## src/hw/ascp_pkg.sv

```systemverilog
// ascp_pkg: constants of the amplifier serial control port.
// assumes a 250 MHz system clock sampling the serial pins.
package ascp_pkg;
  localparam int CLK_MHZ = 250;
  // enable-high time after which a partial byte is dropped
  localparam int ABORT_NS = 100;
  localparam int ABORT_CYC = (ABORT_NS * CLK_MHZ + 999) / 1000;
  localparam logic [5:0] DEV_ADDR_HI = 6'h3e;
  localparam logic [3:0] SEL_MODE = 4'h0;
  localparam logic [3:0] SEL_SPATIAL = 4'h4;
  localparam logic [2:0] SEL_MONO = 3'h4;
  localparam logic [2:0] SEL_LEFT = 3'h6;
  localparam logic [2:0] SEL_RIGHT = 3'h7;
  localparam int OCL_BIT = 3;
  localparam int SP_EN_BIT = 0;
  localparam int SP_WIDTH_BIT = 1;
  localparam int SP_LVL_LSB = 2;
  localparam logic [3:0] MODE_RESET = 4'h0;
  localparam logic [3:0] SPATIAL_RESET = 4'h0;
  localparam logic [4:0] GAIN_RESET = 5'h13;
  localparam logic [2:0] OM_SHUTDOWN = 3'h0;
  localparam logic [2:0] OM_SPK_MONO = 3'h1;
  localparam logic [2:0] OM_HP_MONO = 3'h2;
  localparam logic [2:0] OM_SPK_LR = 3'h3;
  localparam logic [2:0] OM_HP_STEREO = 3'h4;
  localparam logic [2:0] OM_SPK_LRM = 3'h5;
  localparam logic [2:0] OM_HP_STM = 3'h6;
  localparam logic [2:0] OM_ALL_ST = 3'h7;
  typedef enum {ASCP_IDLE, ASCP_ADDR, ASCP_AACK, ASCP_DATA, ASCP_DACK, ASCP_SKIP} ascp_state_t;
endpackage

```

## src/hw/amp_serial_control_port.sv

```systemverilog
// amp_serial_control_port: write-only control port, two-wire or three-wire.
// assumes serial pins are asynchronous; data line open drain, enable high drives low.
// assumes each link phase lasts well over three system clocks, as pins pass two flops.
// reset_n stands in for the power-on defaults; the serial side has no reset of its own.
`timescale 1ns/100ps
`default_nettype none
module amp_serial_control_port
#(
  parameter int ABORT_CYCLES = ascp_pkg::ABORT_CYC
)
(
  input wire logic clk_sys,
  input wire logic reset_n,
  input wire logic serialClock,
  input wire logic serialDataIn,
  output logic serialDataOut,
  output logic serialDataOe,
  input wire logic addr_select_enable_n,
  input wire logic port_protocol_select,
  output logic capless_output_select,
  output logic out_mode_bit2,
  output logic out_mode_bit1,
  output logic out_mode_bit0,
  output logic spatial_enable,
  output logic spatial_width_select,
  output logic spatial_level_lsb,
  output logic spatial_level_msb,
  output logic [4:0] mono_gain_code,
  output logic [4:0] left_gain_code,
  output logic [4:0] right_gain_code,
  output logic output_off,
  output logic speakerOn,
  output logic headphoneOn,
  output logic speakerMonoMix,
  output logic speakerStereoMix,
  output logic headphoneMonoMix,
  output logic headphoneStereo
);
  logic sclLvl;
  logic sclRise;
  logic sclFall;
  logic sdaLvl;
  logic sdaRise;
  logic sdaFall;
  logic enLvl;
  logic enRise;
  logic selLvl;
  ascp_sync u_scl
  (
    .clk_sys(clk_sys),
    .reset_n(reset_n),
    .din(serialClock),
    .resetValue(1'b1),
    .dout(sclLvl),
    .rise(sclRise),
    .fall(sclFall)
  );
  ascp_sync u_sda
  (
    .clk_sys(clk_sys),
    .reset_n(reset_n),
    .din(serialDataIn),
    .resetValue(1'b1),
    .dout(sdaLvl),
    .rise(sdaRise),
    .fall(sdaFall)
  );
  ascp_sync u_en
  (
    .clk_sys(clk_sys),
    .reset_n(reset_n),
    .din(addr_select_enable_n),
    .resetValue(1'b1),
    .dout(enLvl),
    .rise(enRise),
    .fall()
  );
  ascp_sync u_sel
  (
    .clk_sys(clk_sys),
    .reset_n(reset_n),
    .din(port_protocol_select),
    .resetValue(1'b1),
    .dout(selLvl),
    .rise(),
    .fall()
  );

  wire logic spiMode = selLvl;
  wire logic startCond = ~spiMode & sclLvl & sdaFall;
  wire logic stopCond = ~spiMode & sclLvl & sdaRise;

  ascp_pkg::ascp_state_t state;
  ascp_pkg::ascp_state_t next_state;
  logic [7:0] shift;
  logic [3:0] bitCount;
  logic ackDrive;
  logic [7:0] spiShift;
  logic [3:0] spiCount;
  logic [15:0] enHighCnt;

  // two-wire byte assembly
  wire logic [7:0] shiftNext = {shift[6:0], sdaLvl};
  wire logic byteDone = sclRise && (bitCount == 4'd7);
  wire logic [7:0] ownAddr = {ascp_pkg::DEV_ADDR_HI, enLvl, 1'b0};
  wire logic addrMatch = (shiftNext == ownAddr);
  wire logic i2cLoad = (state == ascp_pkg::ASCP_DATA) && byteDone;
  // three-wire: apply on enable rise only with eight bits, extra clocks ignored
  wire logic spiLoad = spiMode && enRise && (spiCount == 4'd8);
  wire logic doLoad = i2cLoad | spiLoad;
  wire logic [7:0] loadByte = i2cLoad ? shiftNext : spiShift;

  always_comb
  begin
    next_state = state;
    case (state)
      ascp_pkg::ASCP_IDLE: next_state = state;
      ascp_pkg::ASCP_ADDR:
        if (byteDone)
          next_state = addrMatch ? ascp_pkg::ASCP_AACK : ascp_pkg::ASCP_SKIP;
      ascp_pkg::ASCP_AACK:
        if (sclFall && ackDrive)
          next_state = ascp_pkg::ASCP_DATA;
      ascp_pkg::ASCP_DATA:
        if (byteDone)
          next_state = ascp_pkg::ASCP_DACK;
      ascp_pkg::ASCP_DACK:
        if (sclFall && ackDrive)
          next_state = ascp_pkg::ASCP_DATA;
      ascp_pkg::ASCP_SKIP: next_state = state;
      default: next_state = ascp_pkg::ASCP_IDLE;
    endcase
    if (startCond)
      next_state = ascp_pkg::ASCP_ADDR;
    else if (stopCond || spiMode)
      next_state = ascp_pkg::ASCP_IDLE;
  end

  always_ff @(posedge clk_sys or negedge reset_n)
  begin
    if (!reset_n)
      state <= ascp_pkg::ASCP_IDLE;
    else
      state <= next_state;
  end

  // the bit counter runs only in the address and data phases
  wire logic countBit = sclRise
    && (state == ascp_pkg::ASCP_ADDR || state == ascp_pkg::ASCP_DATA);
  always_ff @(posedge clk_sys or negedge reset_n)
  begin
    if (!reset_n)
      bitCount <= 4'h0;
    else if (startCond || byteDone)
      bitCount <= 4'h0;
    else if (countBit)
      bitCount <= bitCount + 4'h1;
  end

  always_ff @(posedge clk_sys or negedge reset_n)
  begin
    if (!reset_n)
      shift <= 8'h00;
    else if (sclRise)
      shift <= shiftNext;
  end

  // drive ack from the falling edge after the eighth bit to the next fall
  wire logic ackClear = startCond || stopCond || spiMode;
  wire logic ackSlot = (next_state == ascp_pkg::ASCP_AACK)
    || (next_state == ascp_pkg::ASCP_DACK);
  always_ff @(posedge clk_sys or negedge reset_n)
  begin
    if (!reset_n)
      ackDrive <= 1'b0;
    else if (ackClear)
      ackDrive <= 1'b0;
    else if (sclFall && ackSlot && !ackDrive)
      ackDrive <= 1'b1;
    else if (sclFall)
      ackDrive <= 1'b0;
  end

  assign serialDataOut = 1'b0;
  assign serialDataOe = ackDrive;

  // three-wire shifter
  wire logic enTimedOut = enHighCnt >= 16'(ABORT_CYCLES);
  always_ff @(posedge clk_sys or negedge reset_n)
  begin
    if (!reset_n)
      enHighCnt <= 16'h0000;
    else if (!enLvl)
      enHighCnt <= 16'h0000;
    else if (!enTimedOut)
      enHighCnt <= enHighCnt + 16'h0001;
  end

  // a cut byte is dropped once enable has stood high for the abort count
  always_ff @(posedge clk_sys or negedge reset_n)
  begin
    if (!reset_n)
    begin
      spiShift <= 8'h00;
      spiCount <= 4'h0;
    end
    else
    begin
      if (!spiMode || (enLvl && enTimedOut))
        spiCount <= 4'h0;
      else if (spiLoad)
        spiCount <= 4'h0;
      else if (!enLvl && sclRise && spiCount != 4'd8)
      begin
        spiShift <= {spiShift[6:0], sdaLvl};
        spiCount <= spiCount + 4'h1;
      end
    end
  end

  // control registers
  wire logic hitMode = (loadByte[7:4] == ascp_pkg::SEL_MODE);
  wire logic hitSpatial = (loadByte[7:4] == ascp_pkg::SEL_SPATIAL);
  wire logic hitMono = (loadByte[7:5] == ascp_pkg::SEL_MONO);
  wire logic hitLeft = (loadByte[7:5] == ascp_pkg::SEL_LEFT);
  wire logic hitRight = (loadByte[7:5] == ascp_pkg::SEL_RIGHT);
  logic [3:0] modeReg;
  logic [3:0] spatialReg;
  always_ff @(posedge clk_sys or negedge reset_n)
  begin
    if (!reset_n)
    begin
      modeReg <= ascp_pkg::MODE_RESET;
      spatialReg <= ascp_pkg::SPATIAL_RESET;
    end
    else if (doLoad)
    begin
      // other patterns fall through untouched
      if (hitMode)
        modeReg <= loadByte[3:0];
      if (hitSpatial)
        spatialReg <= loadByte[3:0];
    end
  end

  // gain code passes straight to the analog ladder; -54dB at 0, +18dB at 31
  always_ff @(posedge clk_sys or negedge reset_n)
  begin
    if (!reset_n)
    begin
      mono_gain_code <= ascp_pkg::GAIN_RESET;
      left_gain_code <= ascp_pkg::GAIN_RESET;
      right_gain_code <= ascp_pkg::GAIN_RESET;
    end
    else if (doLoad)
    begin
      if (hitMono)
        mono_gain_code <= loadByte[4:0];
      if (hitLeft)
        left_gain_code <= loadByte[4:0];
      if (hitRight)
        right_gain_code <= loadByte[4:0];
    end
  end

  assign capless_output_select = modeReg[ascp_pkg::OCL_BIT];
  assign out_mode_bit2 = modeReg[2];
  assign out_mode_bit1 = modeReg[1];
  assign out_mode_bit0 = modeReg[0];
  assign spatial_enable = spatialReg[ascp_pkg::SP_EN_BIT];
  assign spatial_width_select = spatialReg[ascp_pkg::SP_WIDTH_BIT];
  assign spatial_level_lsb = spatialReg[ascp_pkg::SP_LVL_LSB];
  assign spatial_level_msb = spatialReg[ascp_pkg::SP_LVL_LSB + 1];

  // path enables follow the stored mode code with no extra register stage
  ascp_decode u_dec
  (
    .modeCode(modeReg[2:0]),
    .spkOn(speakerOn),
    .hpOn(headphoneOn),
    .spkMonoMix(speakerMonoMix),
    .spkStereoMix(speakerStereoMix),
    .hpMonoMix(headphoneMonoMix),
    .hpStereo(headphoneStereo),
    .outputOff(output_off)
  );
endmodule
`default_nettype wire

```

## src/hw/ascp_sync.sv

```systemverilog
// ascp_sync: two-flop synchroniser with edge flags from the second stage.
// assumes din is asynchronous to clk_sys.
`timescale 1ns/100ps
`default_nettype none
module ascp_sync
(
  input wire logic clk_sys,
  input wire logic reset_n,
  input wire logic din,
  input wire logic resetValue,
  output logic dout,
  output logic rise,
  output logic fall
);
  logic meta;
  logic stage;
  logic last;
  always_ff @(posedge clk_sys or negedge reset_n)
  begin
    if (!reset_n)
    begin
      meta <= 1'b1;
      stage <= 1'b1;
      last <= 1'b1;
    end
    else
    begin
      meta <= din;
      stage <= meta;
      last <= stage;
    end
  end
  // resetValue unused by design of flops; keeps port list uniform
  wire unusedReset = resetValue;
  assign dout = stage;
  assign rise = stage & ~last;
  assign fall = ~stage & last;
endmodule
`default_nettype wire

```

## src/hw/ascp_decode.sv

```systemverilog
// ascp_decode: turns the stored output-mode code into path enables.
// assumes mode code from the control register.
`timescale 1ns/100ps
`default_nettype none
module ascp_decode
(
  input wire logic [2:0] modeCode,
  output logic spkOn,
  output logic hpOn,
  output logic spkMonoMix,
  output logic spkStereoMix,
  output logic hpMonoMix,
  output logic hpStereo,
  output logic outputOff
);
  wire logic [2:0] m = modeCode;
  assign outputOff = (m == ascp_pkg::OM_SHUTDOWN);
  assign spkMonoMix = (m == ascp_pkg::OM_SPK_MONO) || (m == ascp_pkg::OM_SPK_LRM);
  assign spkStereoMix = (m == ascp_pkg::OM_SPK_LR) || (m == ascp_pkg::OM_SPK_LRM)
    || (m == ascp_pkg::OM_ALL_ST);
  assign hpMonoMix = (m == ascp_pkg::OM_HP_MONO) || (m == ascp_pkg::OM_HP_STM);
  assign hpStereo = (m == ascp_pkg::OM_HP_STEREO) || (m == ascp_pkg::OM_HP_STM)
    || (m == ascp_pkg::OM_ALL_ST);
  assign spkOn = spkMonoMix | spkStereoMix;
  assign hpOn = hpMonoMix | hpStereo;
endmodule
`default_nettype wire

```

## config.mk

```make
export PLATFORM = sky130hd
export DESIGN_NAME = amp_serial_control_port
export DESIGN_NICKNAME = d
export VERILOG_FILES = /design/src/hw/ascp_pkg.sv /design/src/hw/amp_serial_control_port.sv /design/src/hw/ascp_sync.sv /design/src/hw/ascp_decode.sv
export SDC_FILE = /design/constraint.sdc
export NUM_CORES = 1
export LEC_CHECK = 0
export ABC_CLOCK_PERIOD_IN_PS = 2400
export BUFFER_PORTS_ARGS = -buffer_cell sky130_fd_sc_hd__buf_4
export CAP_MARGIN = 5
export CELL_PAD_IN_SITES_DETAIL_PLACEMENT = 0
export CELL_PAD_IN_SITES_GLOBAL_PLACEMENT = 1
export CORE_MARGIN = 5
export CORE_UTILIZATION = 43
export CTS_BUF_LIST = sky130_fd_sc_hd__clkbuf_8
export DETAILED_ROUTE_END_ITERATION = 10
export MAX_ROUTING_LAYER = met4
export PLACE_DENSITY_LB_ADDON = 0.1
export SETUP_SLACK_MARGIN = 0.4
export SYNTH_ARGS = -nofsm -noshare
export SYNTH_HDL_FRONTEND = slang
export SYNTH_SLANG_ARGS = --single-unit
```

## constraint.sdc

```tcl
create_clock -name clk_sys -period 2.4 [get_ports clk_sys]
set_clock_uncertainty 0.15 [all_clocks]
set_input_delay 0.12 -clock clk_sys [delete_from_list [all_inputs] [get_ports clk_sys]]
set_output_delay 0.12 -clock clk_sys [all_outputs]
set_load 0.05 [all_outputs]
```

==> results_dict.tcl <==
set metrics [dict create \
    portBuffers 36 \
    place_congestion 0.834 \
    htree_levels 3 \
    rsz0062_at_grt "true" \
    fp.dieW_microns 112 \
    synthCells 368 \
    cp-start-kind "flop" \
    path_common_cell "or3_4" \
    synth_cell_types 52 \
    antenna_found_initial 0 \
    synth_ff_type "dfrtp_1" \
    cts_root_buf "clkbuf_8" \
    core_sq_um 10200 \
    yosysSeqAreaShare 0.604 \
    ir_worst_vdd_v 0.000371 \
    tightestPinTransition_ns 0.517 \
    wl_microns 9760 \
    intPower_mw 2.65 \
    mostFrequentLayoutCell "dfrtp_1" \
    final_antenna_net_count 0 \
    report.final.slew_viol_count 0 \
    critPathBufInv 0 \
    drive_gt1_frac 0.372 \
    endpoint_kind "flop" \
    path_cells "nand4bb_1 -> or3_4 -> or4_4 -> or3_4 -> o221a_2" \
    fin_crit_sh 1.00 \
    detail_route.wl_per_cell_microns 15.5 \
    dieArea_sq_um 12400 \
    yosysTopAreaCellShare 0.486 \
    grt_max_degree 70 \
    clk_path_buf_depth 2 \
    swShare 0.258 \
    synthesis.area_sq_um 4430 \
    leakage_nw 2.72 \
    power.density_nw_per_um2 605 \
    violations "setup timing" \
    vias_per_cell 5.22 \
    fp.dieH_microns 112 \
    dr.pass1.iters 4 \
    slew_headroom 0.655 \
    grt.overflow.total 0 \
    cp_top_family "simple AND/OR/NAND/NOR gates" \
    antenna_cells 0 \
    synthToLayoutAreaGrowth_pct 32.8 \
    setup_viol 3 \
    cp_num_cells 5 \
    critPathMaxStageDelay_ns 0.54 \
    cts_buffers 9 \
    hp-class "in2async" \
    reg2reg_depth 5 \
    synth_edf_count 0 \
    power_frac_clock 0.335 \
    finalPower_mw 3.56 \
    start_util 0.435 \
    drc_errors 0 \
    num_rows 37 \
    cp_slowest_cell "dfstp_2" \
    grtUsageTotal 0.165 \
    mostFrequentLayoutCells "dfrtp_1, buf_4, conb_1, nor2_1, dfstp_2" \
    cts_tree "yes" \
    setup_ws_ns -0.00373 \
    fmax_mhz 416 \
    crit_fanout 4 \
    vias 3279 \
    synthTopCellsByArea "dfrtp_1, dfstp_2, mux2_2" \
    finalSetupTns_ns -0.00924 \
    fin_nets 499 \
    crit_type "reg2reg" \
    status "finished, violations left" \
    final.min_clock_period_ns 2.40 \
    cap_violations 0 \
    async_reset_ff_frac 1.00 \
    crit_arrival_ns 2.51 \
    cts.sinks 106 \
    synth_area_leader_cell "dfrtp_1" \
    yosysWarnings 0 \
    grt_pass1_wl_microns 16000 \
    critPathRequiredTime_ns 2.51 \
    grt_pass1_vias 3204 \
    path_clk_slew_ns 0.10 \
    p_switching_mw 0.918 \
    hpwl_microns 6710 \
    seqPwrFrac 0.579 \
    yosys_register_bits 106 \
    drt-initial-drc-count 175 \
    clkLatencyLatePin_ns 0.36 \
    avgSynthCellArea_sq_um 12.0 \
    power_frac_comb 0.086 \
    whs_ns 0.106 \
    finalHoldViolCount 0 \
    ios 38 \
]
## registers in the layout, indices dropped and copies added (netlist names), 4 cells and up
signal	count
state	32
enHighCnt	16
spiShift	8
shift	7
left_gain_code	5
mono_gain_code	5
right_gain_code	5
bitCount	4
modeReg	4
spatialReg	4
spiCount	4
## synth_stat cells, drive strengths merged, types with 7 or more instances
| cell type | count |
|---|---|
| a21oi | 10 |
| a31oi | 12 |
| and2 | 11 |
| clkbuf | 7 |
| dfrtp | 86 |
| dfstp | 20 |
| inv | 12 |
| mux2 | 11 |
| nand2 | 12 |
| nand3 | 8 |
| nand3b | 10 |
| nand4 | 7 |
| nor2 | 23 |
| nor3 | 8 |
| nor4 | 16 |
| o21ai | 12 |
| o221a | 13 |
| o22ai | 7 |
| or3 | 9 |
| xnor2 | 8 |
## worst register-to-register path, stage by stage, from the launching register on
cell       delay [ns]
dfstp_2          0.54
nand4bb_1        0.14
or3_4            0.37
or4_4            0.45
or3_4            0.38
o221a_2          0.26
## layout make-up
| type | instances | area [sq um] |
|---|---|---|
| fill | 858 | 4300 |
| sequential | 106 | 2680 |
| multi-input combinational | 266 | 2040 |
| timing repair buffer | 92 | 732 |
| tap | 136 | 170 |
| clock buffer | 10 | 138 |
| clock inverter | 6 | 81.3 |
| inverter | 12 | 45.0 |
## stage by stage
stage / setup slack, ns / cells / util / area, sq um
floorplan: -0.0942 / 397 / - / 4580
global placement: -0.0348 / 598 / 0.518 / 5280
detailed placement: -0.113 / 598 / 0.518 / 5280
CTS: -0.0181 / 623 / 0.559 / 5700
global route: -0.0585 / 628 / 0.578 / 5890
finish: -0.00373 / 628 / 0.578 / 5890
## layer usage
layer | GRT usage | routed length, microns | share of wire
met5 | - | 0 | 0
met4 | 0.0673 | 186 | 0.019
met3 | 0.0288 | 500 | 0.051
met2 | 0.261 | 4740 | 0.49
met1 | 0.211 | 4320 | 0.44
## final timing paths
path | endpoint | startpoint | slack (ns)
setup / recovery | spatialReg[3]$_DFFE_PN0P_ | u_scl.dout$_DFF_PN1_ | -0.004
hold / removal | spatialReg[1]$_DFFE_PN0P_ | reset_n | 0.11
setup reg to reg | spatialReg[3]$_DFFE_PN0P_ | u_scl.dout$_DFF_PN1_ | -0.004
hold reg to reg | u_sda.dout$_DFF_PN1_ | u_sda.meta$_DFF_PN1_ | 0.21
max in group asynchronous | u_en.last$_DFF_PN1_ | reset_n | 1.22
min in group clk_sys | u_sda.dout$_DFF_PN1_ | u_sda.meta$_DFF_PN1_ | 0.21
## cells by family (layout without fill, tap and decap cells)
logic type	count (synthesis)	count (layout)	share of synthesized area
compound gates	72	72	0.121
xor+xnor	11	11	0.0217
fa+ha+maj	6	6	0.0169
buf+inv	25	120	0.0223
flops	106	106	0.604
mux	15	15	0.0370
other cells	1	30	0.000846
simple gates	132	132	0.176
## what timing repair did
item                                   4_1_cts  5_1_grt
pin swaps                                    7       15
gates resized for setup                     24       25
setup buffers                                3        5
endpoints found under the hold margin       41        0
gates cloned                                 1        0
hold buffers                                 5        0
setup endpoints to repair                   37       43
## power by group through the flow
stage | sequential, mW | combinational, mW | clock, mW
after floorplan | 2.02 | 0.169 | 0
after global placement | 2.08 | 0.280 | 0
after detailed placement | 2.08 | 0.284 | 0
after CTS | 2.05 | 0.299 | 1.24
after global routing | 2.08 | 0.346 | 1.30
final | 2.06 | 0.306 | 1.19
Note: power is estimated with default switching activity, not from simulation.
